## src/core/iofpu_pkg.sv

```systemverilog
/*
 package for the io function parameter block: parameter offsets,
 table indices, function codes, factory values and carrier structs.
 assumes one 20 MHz clock domain shared by all users.
*/
package iofpu_pkg;
   localparam int AW = 12;
   localparam int NPAR = 22;
   // parameter offsets
   localparam logic [11:0] OFS_IN_FUNC0 = 12'h840;
   localparam logic [11:0] OFS_IN_LOGIC0 = 12'h850;
   localparam logic [11:0] OFS_OUT_FUNC0 = 12'h860;
   localparam logic [11:0] OFS_OUT_LOGIC0 = 12'h870;
   localparam logic [11:0] OFS_PANEL_EDIT = 12'h1E8;
   localparam logic [11:0] OFS_INIT_VIEW = 12'h1E9;
   localparam logic [11:0] OFS_B_SLOT = 12'h0F0;
   localparam logic [11:0] OFS_D_SLOT = 12'h0F1;
   localparam logic [11:0] OFS_CONFIG = 12'h0F8;
   localparam logic [11:0] OFS_STATUS = 12'h0F9;
   // table indices
   localparam logic [4:0] IDX_IN_LOGIC0 = 5'h07;
   localparam logic [4:0] IDX_OUT_FUNC0 = 5'h0E;
   localparam logic [4:0] IDX_OUT_LOGIC0 = 5'h10;
   localparam logic [4:0] IDX_PANEL_EDIT = 5'h12;
   localparam logic [4:0] IDX_INIT_VIEW = 5'h13;
   localparam logic [4:0] IDX_B_SLOT = 5'h14;
   localparam logic [4:0] IDX_D_SLOT = 5'h15;
   localparam logic [4:0] IDX_NONE = 5'h1F;
   // input function codes
   localparam logic [7:0] IN_UNUSED = 8'h00;
   localparam logic [7:0] IN_FAULT_CLR = 8'h08;
   localparam logic [7:0] IN_NOTICE_CLR = 8'h0E;
   localparam logic [7:0] IN_PANEL_LOCK = 8'h10;
   localparam logic [7:0] IN_TORQUE_LIM = 8'h16;
   localparam logic [7:0] IN_OUT_FAULT = 8'h19;
   localparam logic [7:0] IN_FWD_RUN = 8'h3A;
   localparam logic [7:0] IN_BWD_RUN = 8'h3B;
   localparam logic [7:0] IN_SEL_BIT0 = 8'h40;
   localparam logic [7:0] IN_HALT_STYLE = 8'h48;
   localparam logic [7:0] IN_BRAKE_REL = 8'h49;
   localparam logic [7:0] IN_FREE_REL = 8'h4A;
   // output function codes
   localparam logic [7:0] OUT_FAULT = 8'h82;
   localparam logic [7:0] OUT_MOVING = 8'h86;
   localparam logic [7:0] OUT_NOTICE = 8'h87;
   localparam logic [7:0] OUT_TORQUE_CAP = 8'h8C;
   localparam logic [7:0] OUT_SPEED_HIT = 8'h8D;
   localparam logic [7:0] OUT_SPEED_PULSE = 8'h93;
   localparam logic [7:0] OUT_ROT_SENSE = 8'h94;
   localparam logic [7:0] VIEW_MAX = 8'h02;
   localparam logic [7:0] PANEL_EDIT_DEF = 8'h01;
   // factory function codes of input lines 0..6, line 0 in the low byte
   localparam logic [55:0] IN_FUNC_DEF = 56'h49_08_41_40_48_3B_3A;
   localparam logic [15:0] OUT_FUNC_DEF = 16'h82_93;
   // status bits
   localparam int ST_PEND_B = 0;
   localparam int ST_PEND_C = 1;
   localparam int ST_PEND_D = 2;
   localparam int ST_REFUSED = 3;
   typedef enum logic [1:0] {UPD_A, UPD_B, UPD_C, UPD_D} iofpu_cls_t;
   typedef struct packed {
      logic fault_clear;
      logic notice_clear;
      logic panel_lock;
      logic torque_limit;
      logic outside_fault;
      logic forward_run;
      logic backward_run;
      logic halt_style;
      logic [3:0] data_select;
      logic brake_release;
      logic free_release;
   } iofpu_in_fn_t;
   typedef struct packed {
      logic fault;
      logic moving;
      logic notice;
      logic torque_capped;
      logic speed_reached;
      logic speed_pulse;
      logic rot_sense;
   } iofpu_out_src_t;
endpackage

```

## src/core/iofpu_core.sv

```systemverilog
/*
 io function parameter block: stored and active parameter copies,
 update classes, input and output line function mapping.
 assumes a synchronous register port, rst_i as the power cycle and
 nv_fresh_i high when the non-volatile store holds no valid data.
*/
`timescale 1ns/10ps
module iofpu_core import iofpu_pkg::*; #(
   parameter bit BRAKE_VARIANT = 1'b1
) (
   // clock and reset
   input wire logic ref_clk_i,
   input wire logic rst_i,
   // register port
   input wire logic [AW-1:0] addr_i,
   input wire logic [7:0] wdata_i,
   input wire logic wr_i,
   input wire logic rd_i,
   output logic [7:0] rdata_o,
   // drive state
   input wire logic nv_fresh_i,
   input wire logic motor_run_i,
   input wire iofpu_out_src_t out_src_i,
   // lines
   input wire logic [6:0] in_line_i,
   output logic [1:0] out_line_o,
   output iofpu_in_fn_t in_fn_o,
   // panel
   output logic [1:0] panel_view_o,
   output logic panel_edit_o
);
   typedef enum {ST_BOOT, ST_RUN} iofpu_st_t;

   function automatic logic [4:0] par_index(input logic [AW-1:0] a);
      logic [AW-1:0] d;
      d = a - OFS_IN_FUNC0;
      if (a >= OFS_IN_FUNC0 && a <= OFS_IN_FUNC0 + 12'h006) return d[4:0];
      d = a - OFS_IN_LOGIC0;
      if (a >= OFS_IN_LOGIC0 && a <= OFS_IN_LOGIC0 + 12'h006) return 5'(IDX_IN_LOGIC0 + d[4:0]);
      d = a - OFS_OUT_FUNC0;
      if (a >= OFS_OUT_FUNC0 && a <= OFS_OUT_FUNC0 + 12'h001) return 5'(IDX_OUT_FUNC0 + d[4:0]);
      d = a - OFS_OUT_LOGIC0;
      if (a >= OFS_OUT_LOGIC0 && a <= OFS_OUT_LOGIC0 + 12'h001)
         return 5'(IDX_OUT_LOGIC0 + d[4:0]);
      if (a == OFS_PANEL_EDIT) return IDX_PANEL_EDIT;
      if (a == OFS_INIT_VIEW) return IDX_INIT_VIEW;
      if (a == OFS_B_SLOT) return IDX_B_SLOT;
      if (a == OFS_D_SLOT) return IDX_D_SLOT;
      return IDX_NONE;
   endfunction

   function automatic iofpu_cls_t par_class(input int i);
      if (i == int'(IDX_PANEL_EDIT) || i == int'(IDX_INIT_VIEW)) return UPD_A;
      if (i == int'(IDX_B_SLOT)) return UPD_B;
      if (i == int'(IDX_D_SLOT)) return UPD_D;
      return UPD_C;
   endfunction

   function automatic logic [7:0] par_default(input int i);
      if (i < int'(IDX_IN_LOGIC0)) return IN_FUNC_DEF[i*8 +: 8];
      if (i == int'(IDX_OUT_FUNC0)) return OUT_FUNC_DEF[7:0];
      if (i == int'(IDX_OUT_FUNC0) + 1) return OUT_FUNC_DEF[15:8];
      if (i == int'(IDX_PANEL_EDIT)) return PANEL_EDIT_DEF;
      return 8'h00;
   endfunction

   function automatic logic par_valid(input logic [4:0] i, input logic [7:0] v);
      if (i < IDX_IN_LOGIC0)
         return v == IN_UNUSED || v == IN_FAULT_CLR || v == IN_NOTICE_CLR ||
            v == IN_PANEL_LOCK || v == IN_TORQUE_LIM || v == IN_OUT_FAULT ||
            v == IN_FWD_RUN || v == IN_BWD_RUN || v == IN_HALT_STYLE ||
            (v >= IN_SEL_BIT0 && v <= IN_SEL_BIT0 + 8'h03) || v == IN_FREE_REL ||
            (v == IN_BRAKE_REL && BRAKE_VARIANT);
      if (i == IDX_OUT_FUNC0 || i == IDX_OUT_FUNC0 + 5'h01)
         return v == 8'h00 || v == OUT_FAULT || v == OUT_MOVING || v == OUT_NOTICE ||
            v == OUT_TORQUE_CAP || v == OUT_SPEED_HIT || v == OUT_SPEED_PULSE ||
            v == OUT_ROT_SENSE;
      if (i == IDX_INIT_VIEW) return v <= VIEW_MAX;
      if (i == IDX_B_SLOT || i == IDX_D_SLOT) return 1'b1;
      return v <= 8'h01;
   endfunction

   // any line whose active code matches c and whose level is asserted
   function automatic logic any_line(input logic [6:0] lvl, input logic [6:0][7:0] cd,
      input logic [7:0] c);
      logic h;
      h = 1'b0;
      for (int l = 0; l < 7; l++) h = h | (lvl[l] & (cd[l] == c));
      return h;
   endfunction

   function automatic logic out_pick(input iofpu_out_src_t s, input logic [7:0] c);
      unique case (c)
         OUT_FAULT: return s.fault;
         OUT_MOVING: return s.moving;
         OUT_NOTICE: return s.notice;
         OUT_TORQUE_CAP: return s.torque_capped;
         OUT_SPEED_HIT: return s.speed_reached;
         OUT_SPEED_PULSE: return s.speed_pulse;
         OUT_ROT_SENSE: return s.rot_sense;
         default: return 1'b0;
      endcase
   endfunction

   iofpu_st_t st_r;
   logic [NPAR-1:0][7:0] active_r;
   logic [7:0] nv_mem [NPAR];
   logic pend_b_r, pend_c_r, pend_d_r, refused_r;
   logic [7:0] status_w;

   // register port decode
   wire run_w = (st_r == ST_RUN);
   wire [4:0] wr_idx = par_index(addr_i);
   wire wr_hit = wr_i && run_w && (wr_idx != IDX_NONE);
   wire wr_ok = wr_hit && par_valid(wr_idx, wdata_i);
   wire cfg_cmd = wr_i && run_w && (addr_i == OFS_CONFIG);
   wire [4:0] rd_idx = par_index(addr_i);
   wire cls_b_wr = wr_ok && par_class(int'(wr_idx)) == UPD_B;
   wire cls_c_wr = wr_ok && par_class(int'(wr_idx)) == UPD_C;
   wire cls_d_wr = wr_ok && par_class(int'(wr_idx)) == UPD_D;
   wire b_apply = run_w && pend_b_r && !motor_run_i;

   assign status_w = {4'h0, refused_r, pend_d_r, pend_c_r, pend_b_r};

   always_ff @(posedge ref_clk_i or posedge rst_i) begin
      if (rst_i) begin
         st_r <= ST_BOOT;
      end else begin
         st_r <= ST_RUN;
      end
   end

   // the store has no reset: it stands for memory that outlives power
   always_ff @(posedge ref_clk_i) begin
      for (int i = 0; i < NPAR; i++) begin
         if (!run_w && nv_fresh_i) begin
            nv_mem[i] <= par_default(i);
         end else if (wr_ok && int'(wr_idx) == i) begin
            nv_mem[i] <= wdata_i;
         end
      end
   end

   always_ff @(posedge ref_clk_i or posedge rst_i) begin
      if (rst_i) begin
         for (int i = 0; i < NPAR; i++) active_r[i] <= par_default(i);
      end else if (!run_w) begin
         for (int i = 0; i < NPAR; i++)
            active_r[i] <= nv_fresh_i ? par_default(i) : nv_mem[i];
      end else begin
         for (int i = 0; i < NPAR; i++) begin
            unique case (par_class(i))
               UPD_A: if (wr_ok && int'(wr_idx) == i) active_r[i] <= wdata_i;
               UPD_B: if (b_apply) active_r[i] <= nv_mem[i];
               UPD_C: if (cfg_cmd) active_r[i] <= nv_mem[i];
               UPD_D: active_r[i] <= active_r[i];
            endcase
         end
      end
   end

   // pending flags: a new write wins over the apply that clears it
   always_ff @(posedge ref_clk_i or posedge rst_i) begin
      if (rst_i) begin
         pend_b_r <= 1'b0;
         pend_c_r <= 1'b0;
         pend_d_r <= 1'b0;
         refused_r <= 1'b0;
      end else begin
         pend_b_r <= cls_b_wr || (pend_b_r && !b_apply);
         pend_c_r <= cls_c_wr || (pend_c_r && !cfg_cmd);
         pend_d_r <= cls_d_wr || pend_d_r;
         if (wr_hit) refused_r <= !wr_ok;
      end
   end

   always_ff @(posedge ref_clk_i or posedge rst_i) begin
      if (rst_i) begin
         rdata_o <= 8'h00;
      end else if (rd_i && rd_idx != IDX_NONE) begin
         rdata_o <= nv_mem[rd_idx];
      end else if (rd_i && addr_i == OFS_STATUS) begin
         rdata_o <= status_w;
      end else begin
         rdata_o <= 8'h00;
      end
   end

   // input lines: inversion then function decode
   logic [6:0] ln_lvl;
   logic [6:0][7:0] ln_code;
   genvar g;
   generate
      for (g = 0; g < 7; g++) begin : g_in
         assign ln_lvl[g] = in_line_i[g] ^ active_r[int'(IDX_IN_LOGIC0) + g][0];
         assign ln_code[g] = active_r[g];
      end
   endgenerate

   iofpu_in_fn_t fn_nxt;
   assign fn_nxt.fault_clear = any_line(ln_lvl, ln_code, IN_FAULT_CLR);
   assign fn_nxt.notice_clear = any_line(ln_lvl, ln_code, IN_NOTICE_CLR);
   assign fn_nxt.panel_lock = any_line(ln_lvl, ln_code, IN_PANEL_LOCK);
   assign fn_nxt.torque_limit = any_line(ln_lvl, ln_code, IN_TORQUE_LIM);
   assign fn_nxt.outside_fault = any_line(ln_lvl, ln_code, IN_OUT_FAULT);
   assign fn_nxt.forward_run = any_line(ln_lvl, ln_code, IN_FWD_RUN);
   assign fn_nxt.backward_run = any_line(ln_lvl, ln_code, IN_BWD_RUN);
   assign fn_nxt.halt_style = any_line(ln_lvl, ln_code, IN_HALT_STYLE);
   generate
      for (g = 0; g < 4; g++) begin : g_sel
         assign fn_nxt.data_select[g] =
            any_line(ln_lvl, ln_code, 8'(IN_SEL_BIT0 + g));
      end
   endgenerate
   assign fn_nxt.brake_release =
      BRAKE_VARIANT && any_line(ln_lvl, ln_code, IN_BRAKE_REL);
   assign fn_nxt.free_release = any_line(ln_lvl, ln_code, IN_FREE_REL);

   logic [1:0] out_nxt;
   generate
      for (g = 0; g < 2; g++) begin : g_out
         assign out_nxt[g] = out_pick(out_src_i, active_r[int'(IDX_OUT_FUNC0) + g]) ^
            active_r[int'(IDX_OUT_LOGIC0) + g][0];
      end
   endgenerate

   // lines stay idle while the boot copy settles
   always_ff @(posedge ref_clk_i or posedge rst_i) begin
      if (rst_i) begin
         in_fn_o <= '0;
         out_line_o <= 2'h0;
      end else begin
         in_fn_o <= run_w ? fn_nxt : '0;
         out_line_o <= run_w ? out_nxt : 2'h0;
      end
   end

   assign panel_view_o = active_r[IDX_INIT_VIEW][1:0];
   assign panel_edit_o = active_r[IDX_PANEL_EDIT][0];
endmodule

```

## config.mk

```make
export PLATFORM = sky130hd
export DESIGN_NAME = iofpu_core
export DESIGN_NICKNAME = d
export VERILOG_FILES = /design/src/core/iofpu_pkg.sv /design/src/core/iofpu_core.sv
export SDC_FILE = /design/constraint.sdc
export NUM_CORES = 1
export LEC_CHECK = 0
export BUFFER_PORTS_ARGS = -buffer_cell sky130_fd_sc_hd__buf_2
export CAP_MARGIN = 40
export CORE_UTILIZATION = 62
export CTS_CLUSTER_DIAMETER = 60
export DETAILED_ROUTE_END_ITERATION = 6
export HOLD_SLACK_MARGIN = 0.05
export PLACE_DENSITY = 0.83
export SLEW_MARGIN = 20
export SYNTH_ARGS = -nofsm -noshare
export SYNTH_HDL_FRONTEND = slang
export SYNTH_SLANG_ARGS = --single-unit
```

## constraint.sdc

```tcl
create_clock -name ref_clk_i -period 9.6 [get_ports ref_clk_i]
set_clock_uncertainty 0.15 [all_clocks]
set_input_delay 1.92 -clock ref_clk_i [delete_from_list [all_inputs] [get_ports ref_clk_i]]
set_output_delay 1.92 -clock ref_clk_i [all_outputs]
set_load 0.005 [all_outputs]
```

==> flow_metrics.tcl <==
set metrics [dict create \
    hold_buffers 0 \
    critPathMaxStageDelay_ns 0.77 \
    dr.pass1.iters 7 \
    synthCells 1443 \
    synth_seq_area_share_pct 55.0 \
    r2r_end "nv_mem[0][4]$_SDFFCE_PN1P_" \
    hold_path_end "pend_d_r$_DFF_PP0_" \
    fp.dieH_um 157 \
    crit_top_cell "buf_2" \
    status "finished, violations left" \
    whs_path_depth 1 \
    rr_startpoint "st_r[0]$_DFF_PP0_" \
    gr-usage-all-layers_pct 37.4 \
    post_cts_buffers 0 \
    arrival_ns 6.63 \
    cts_resized 0 \
    hpwlAfterDp_um 32000 \
    wl_per_cell_um 23.5 \
    totalWireLength_um 45100 \
    crit_required_ns 9.73 \
    vias 12700 \
    num_io_pins 67 \
    synth_edf_count 176 \
    nets 1624 \
    fmax_mhz 154 \
    synth_area_mm2 0.0148 \
    cts_max_level 1 \
    worstSetupPathType "in2reg" \
    cts_sinks 289 \
    area_growth_pct 14.1 \
    cts_buffers 30 \
    root_buffer "clkbuf_16" \
    cts_tree "done" \
    slew_headroom_pct 43.0 \
    drc 27 \
    final_area_mm2 0.0169 \
    cp_max_fo 84 \
    seq_area_mm2 0.00814 \
    hold_viol_final 0 \
    layout_common_cells "nand2_1, edfxtp_1, dfrtp_1, conb_1, buf_2" \
    rsz0062_at_grt "no" \
    grt_max_degree 85 \
    io_buffers 66 \
    path_cells "buf_2 -> ha_1 -> nor2b_1 -> o21ai_1 -> o311ai_1 -> a21bo_2 -> nor2_1 -> a211o_1 -> mux2_4 -> o31ai_1 -> buf_2" \
    start_util_pct 63.1 \
    ys_ff_latch 289 \
    p_per_area_mw_per_mm2 166 \
    synthFlopType "edfxtp_1" \
    overflow 0 \
    r2r_slack_ns 6.35 \
    viasPerCell 6.62 \
    endpoint_kind "register" \
    clkTransAtPathRegs_ns 0.06 \
    grt_pass1_wl_um 68400 \
    setup_violations 0 \
    synth_area_per_cell_um2 10.3 \
    drive_gt1_share_pct 13.9 \
    cts_buffer_depth 3 \
    core_area_mm2 0.0235 \
    hp-class "reg2reg" \
    tightest_slew_ns 0.831 \
    period_share_pct 67.7 \
    gp_congestion 1.07 \
    multi_input_area_mm2 0.00659 \
    violations "DRC" \
    antenna_found_initial 1 \
    setup_tns_ns 0 \
    p_total_mw 2.80 \
    yosys_warnings 0 \
    drv_slew 0 \
    fill_cells 1673 \
    ant_nets 0 \
    die_area_mm2 0.0245 \
    final_common_cell "nand2_1" \
    rows 56 \
    worstSetupStartpointType "input port" \
    placed_area_mm2 0.0158 \
    maxCapViolCount 0 \
    grt_pass1_vias 11800 \
    ys_types 86 \
    r2r_cells 8 \
    cp_slowest_cell "a21bo_2" \
    hp-start "pend_d_r$_DFF_PP0_" \
    first_iter_violations 1733 \
    synth_async_sr_flop_share_pct 39.1 \
    total_leakage_power_nw 6.49 \
    period_minus_slack_ns 6.50 \
    vdd_drop_max_mv 0.160 \
    clkLatencyLatePin_ns 0.57 \
    die_w_um 157 \
]
[cell families (layout without fill, tap and decap cells)]
logic type               count (synthesis)  count (layout)  synth area share (%)
AO/OA/AOI/OAI                          284             284                  12.9
other                                    2              89                0.0507
buffers and inverters                  106             179                  2.97
multiplexers                            52              52                  4.57
adder cells (fa/ha/maj)                  6               6                 0.507
flip-flops                             289             289                  55.0
XOR/XNOR                                13              13                 0.769
AND/OR/NAND/NOR                        691             691                  23.2
[final cells by class]
type | count | area share (%)
tap | 319 | 2.36
sequential | 289 | 48.2
clock buffer | 39 | 5.06
inverter | 18 | 0.415
clock inverter | 17 | 1.10
timing repair buffer | 105 | 3.82
antenna | 1 | 0.0148
multi-input combinational | 1134 | 39.0
[per-layer routing]
metal  track usage, %  up-vias  wire, um
li1                 -     5585         -
met1             48.3     5979     16600
met2             58.2      919     20300
met3             9.30      243      5260
met4             20.5        0      3020
met5                0        -         0
[per-stage QoR]
stage / setup WS [ns] / hold WS (ns) / utilization, % / cells
detailed placement: 2.72 / 0.310 / 67.2 / 1860
floorplan: 3.78 / 0.289 / - / 1529
CTS: 3.28 / 0.330 / 71.6 / 1916
global route: 2.94 / 0.351 / 71.9 / 1921
finish: 3.10 / 0.342 / 71.9 / 1922
global placement: 2.69 / 0.307 / 66.6 / 1840
[critical path, delay by kind of cell]
kind	cells	cell delay, ns
adder cells (fa/ha/maj)	1	0.18
buffers and inverters	2	0.49
AND/OR/NAND/NOR	2	0.57
multiplexers	1	0.61
AO/OA/AOI/OAI	5	2.81
[power by group]
group	internal [mW]	switching, mW	leakage [nW]
clock network	0.711	0.491	0.510
logic	0.0569	0.135	2.68
registers	1.37	0.0328	3.29
[how the worst max path moves through the flow]
| stage | to | cells past startpoint | slack [ns] | start |
|---|---|---|---|---|
| floorplan | nv_mem[10][0]$_SDFFCE_PN0P_ | 11 | 3.78 | addr_i[2] |
| global placement | nv_mem[13][1]$_SDFFCE_PN0P_ | 10 | 2.69 | addr_i[2] |
| detailed placement | nv_mem[3][1]$_SDFFCE_PN0P_ | 11 | 2.72 | addr_i[2] |
| CTS | nv_mem[3][2]$_SDFFCE_PN0P_ | 11 | 3.28 | addr_i[2] |
| global route | nv_mem[3][0]$_SDFFCE_PN0P_ | 11 | 2.94 | addr_i[2] |
| finish | nv_mem[3][1]$_SDFFCE_PN0P_ | 11 | 3.10 | addr_i[2] |
[flip-flops by register name (all words and copies together), names as in the netlist]
name and cells:
nv_mem 176, active_r 81, in_fn_o 14, rdata_o 8, out_line_o 2, panel_view_o 2
panel_edit_o 1, pend_b_r 1, pend_c_r 1, pend_d_r 1, refused_r 1, st_r 1
[cells in the mapped netlist, types with 4 or more instances]
cell type	instances	area, um2
mux4_2	12	270
mux2i_1	38	380
a221oi_1	28	245
inv_1	18	67.6
a31oi_1	26	163
nand4_1	15	93.8
nor4b_1	9	78.8
nor3_1	68	340
dfstp_2	25	657
nor3b_1	20	150
nand3_1	83	415
buf_1	7	26.3
xor2_1	6	52.6
buf_2	10	50.1
o31ai_1	9	67.6
or4_1	7	52.6
nor4_1	21	131
a22oi_1	9	67.6
nand3b_1	7	52.6
dfrtp_1	88	2200
a311oi_1	5	43.8
o21ai_0	49	245
nand2_1	275	1030
and3_1	9	56.3
nor2b_1	26	163
edfxtp_1	176	5290
xnor2_1	7	61.3
a32oi_1	10	87.6
o211ai_1	6	45.0
o2111ai_1	5	43.8
or3_1	19	119
and2_1	17	106
o22ai_1	8	50.1
nand2b_1	13	81.3
or2_2	9	56.3
a21oi_1	75	375
o21a_1	7	52.6
nand4b_1	7	61.3
nor2_1	69	259
a21o_1	4	30.0
clkbuf_1	66	248
ha_1	6	75.1
No activity file was read; power rests on OpenSTA's default activity.
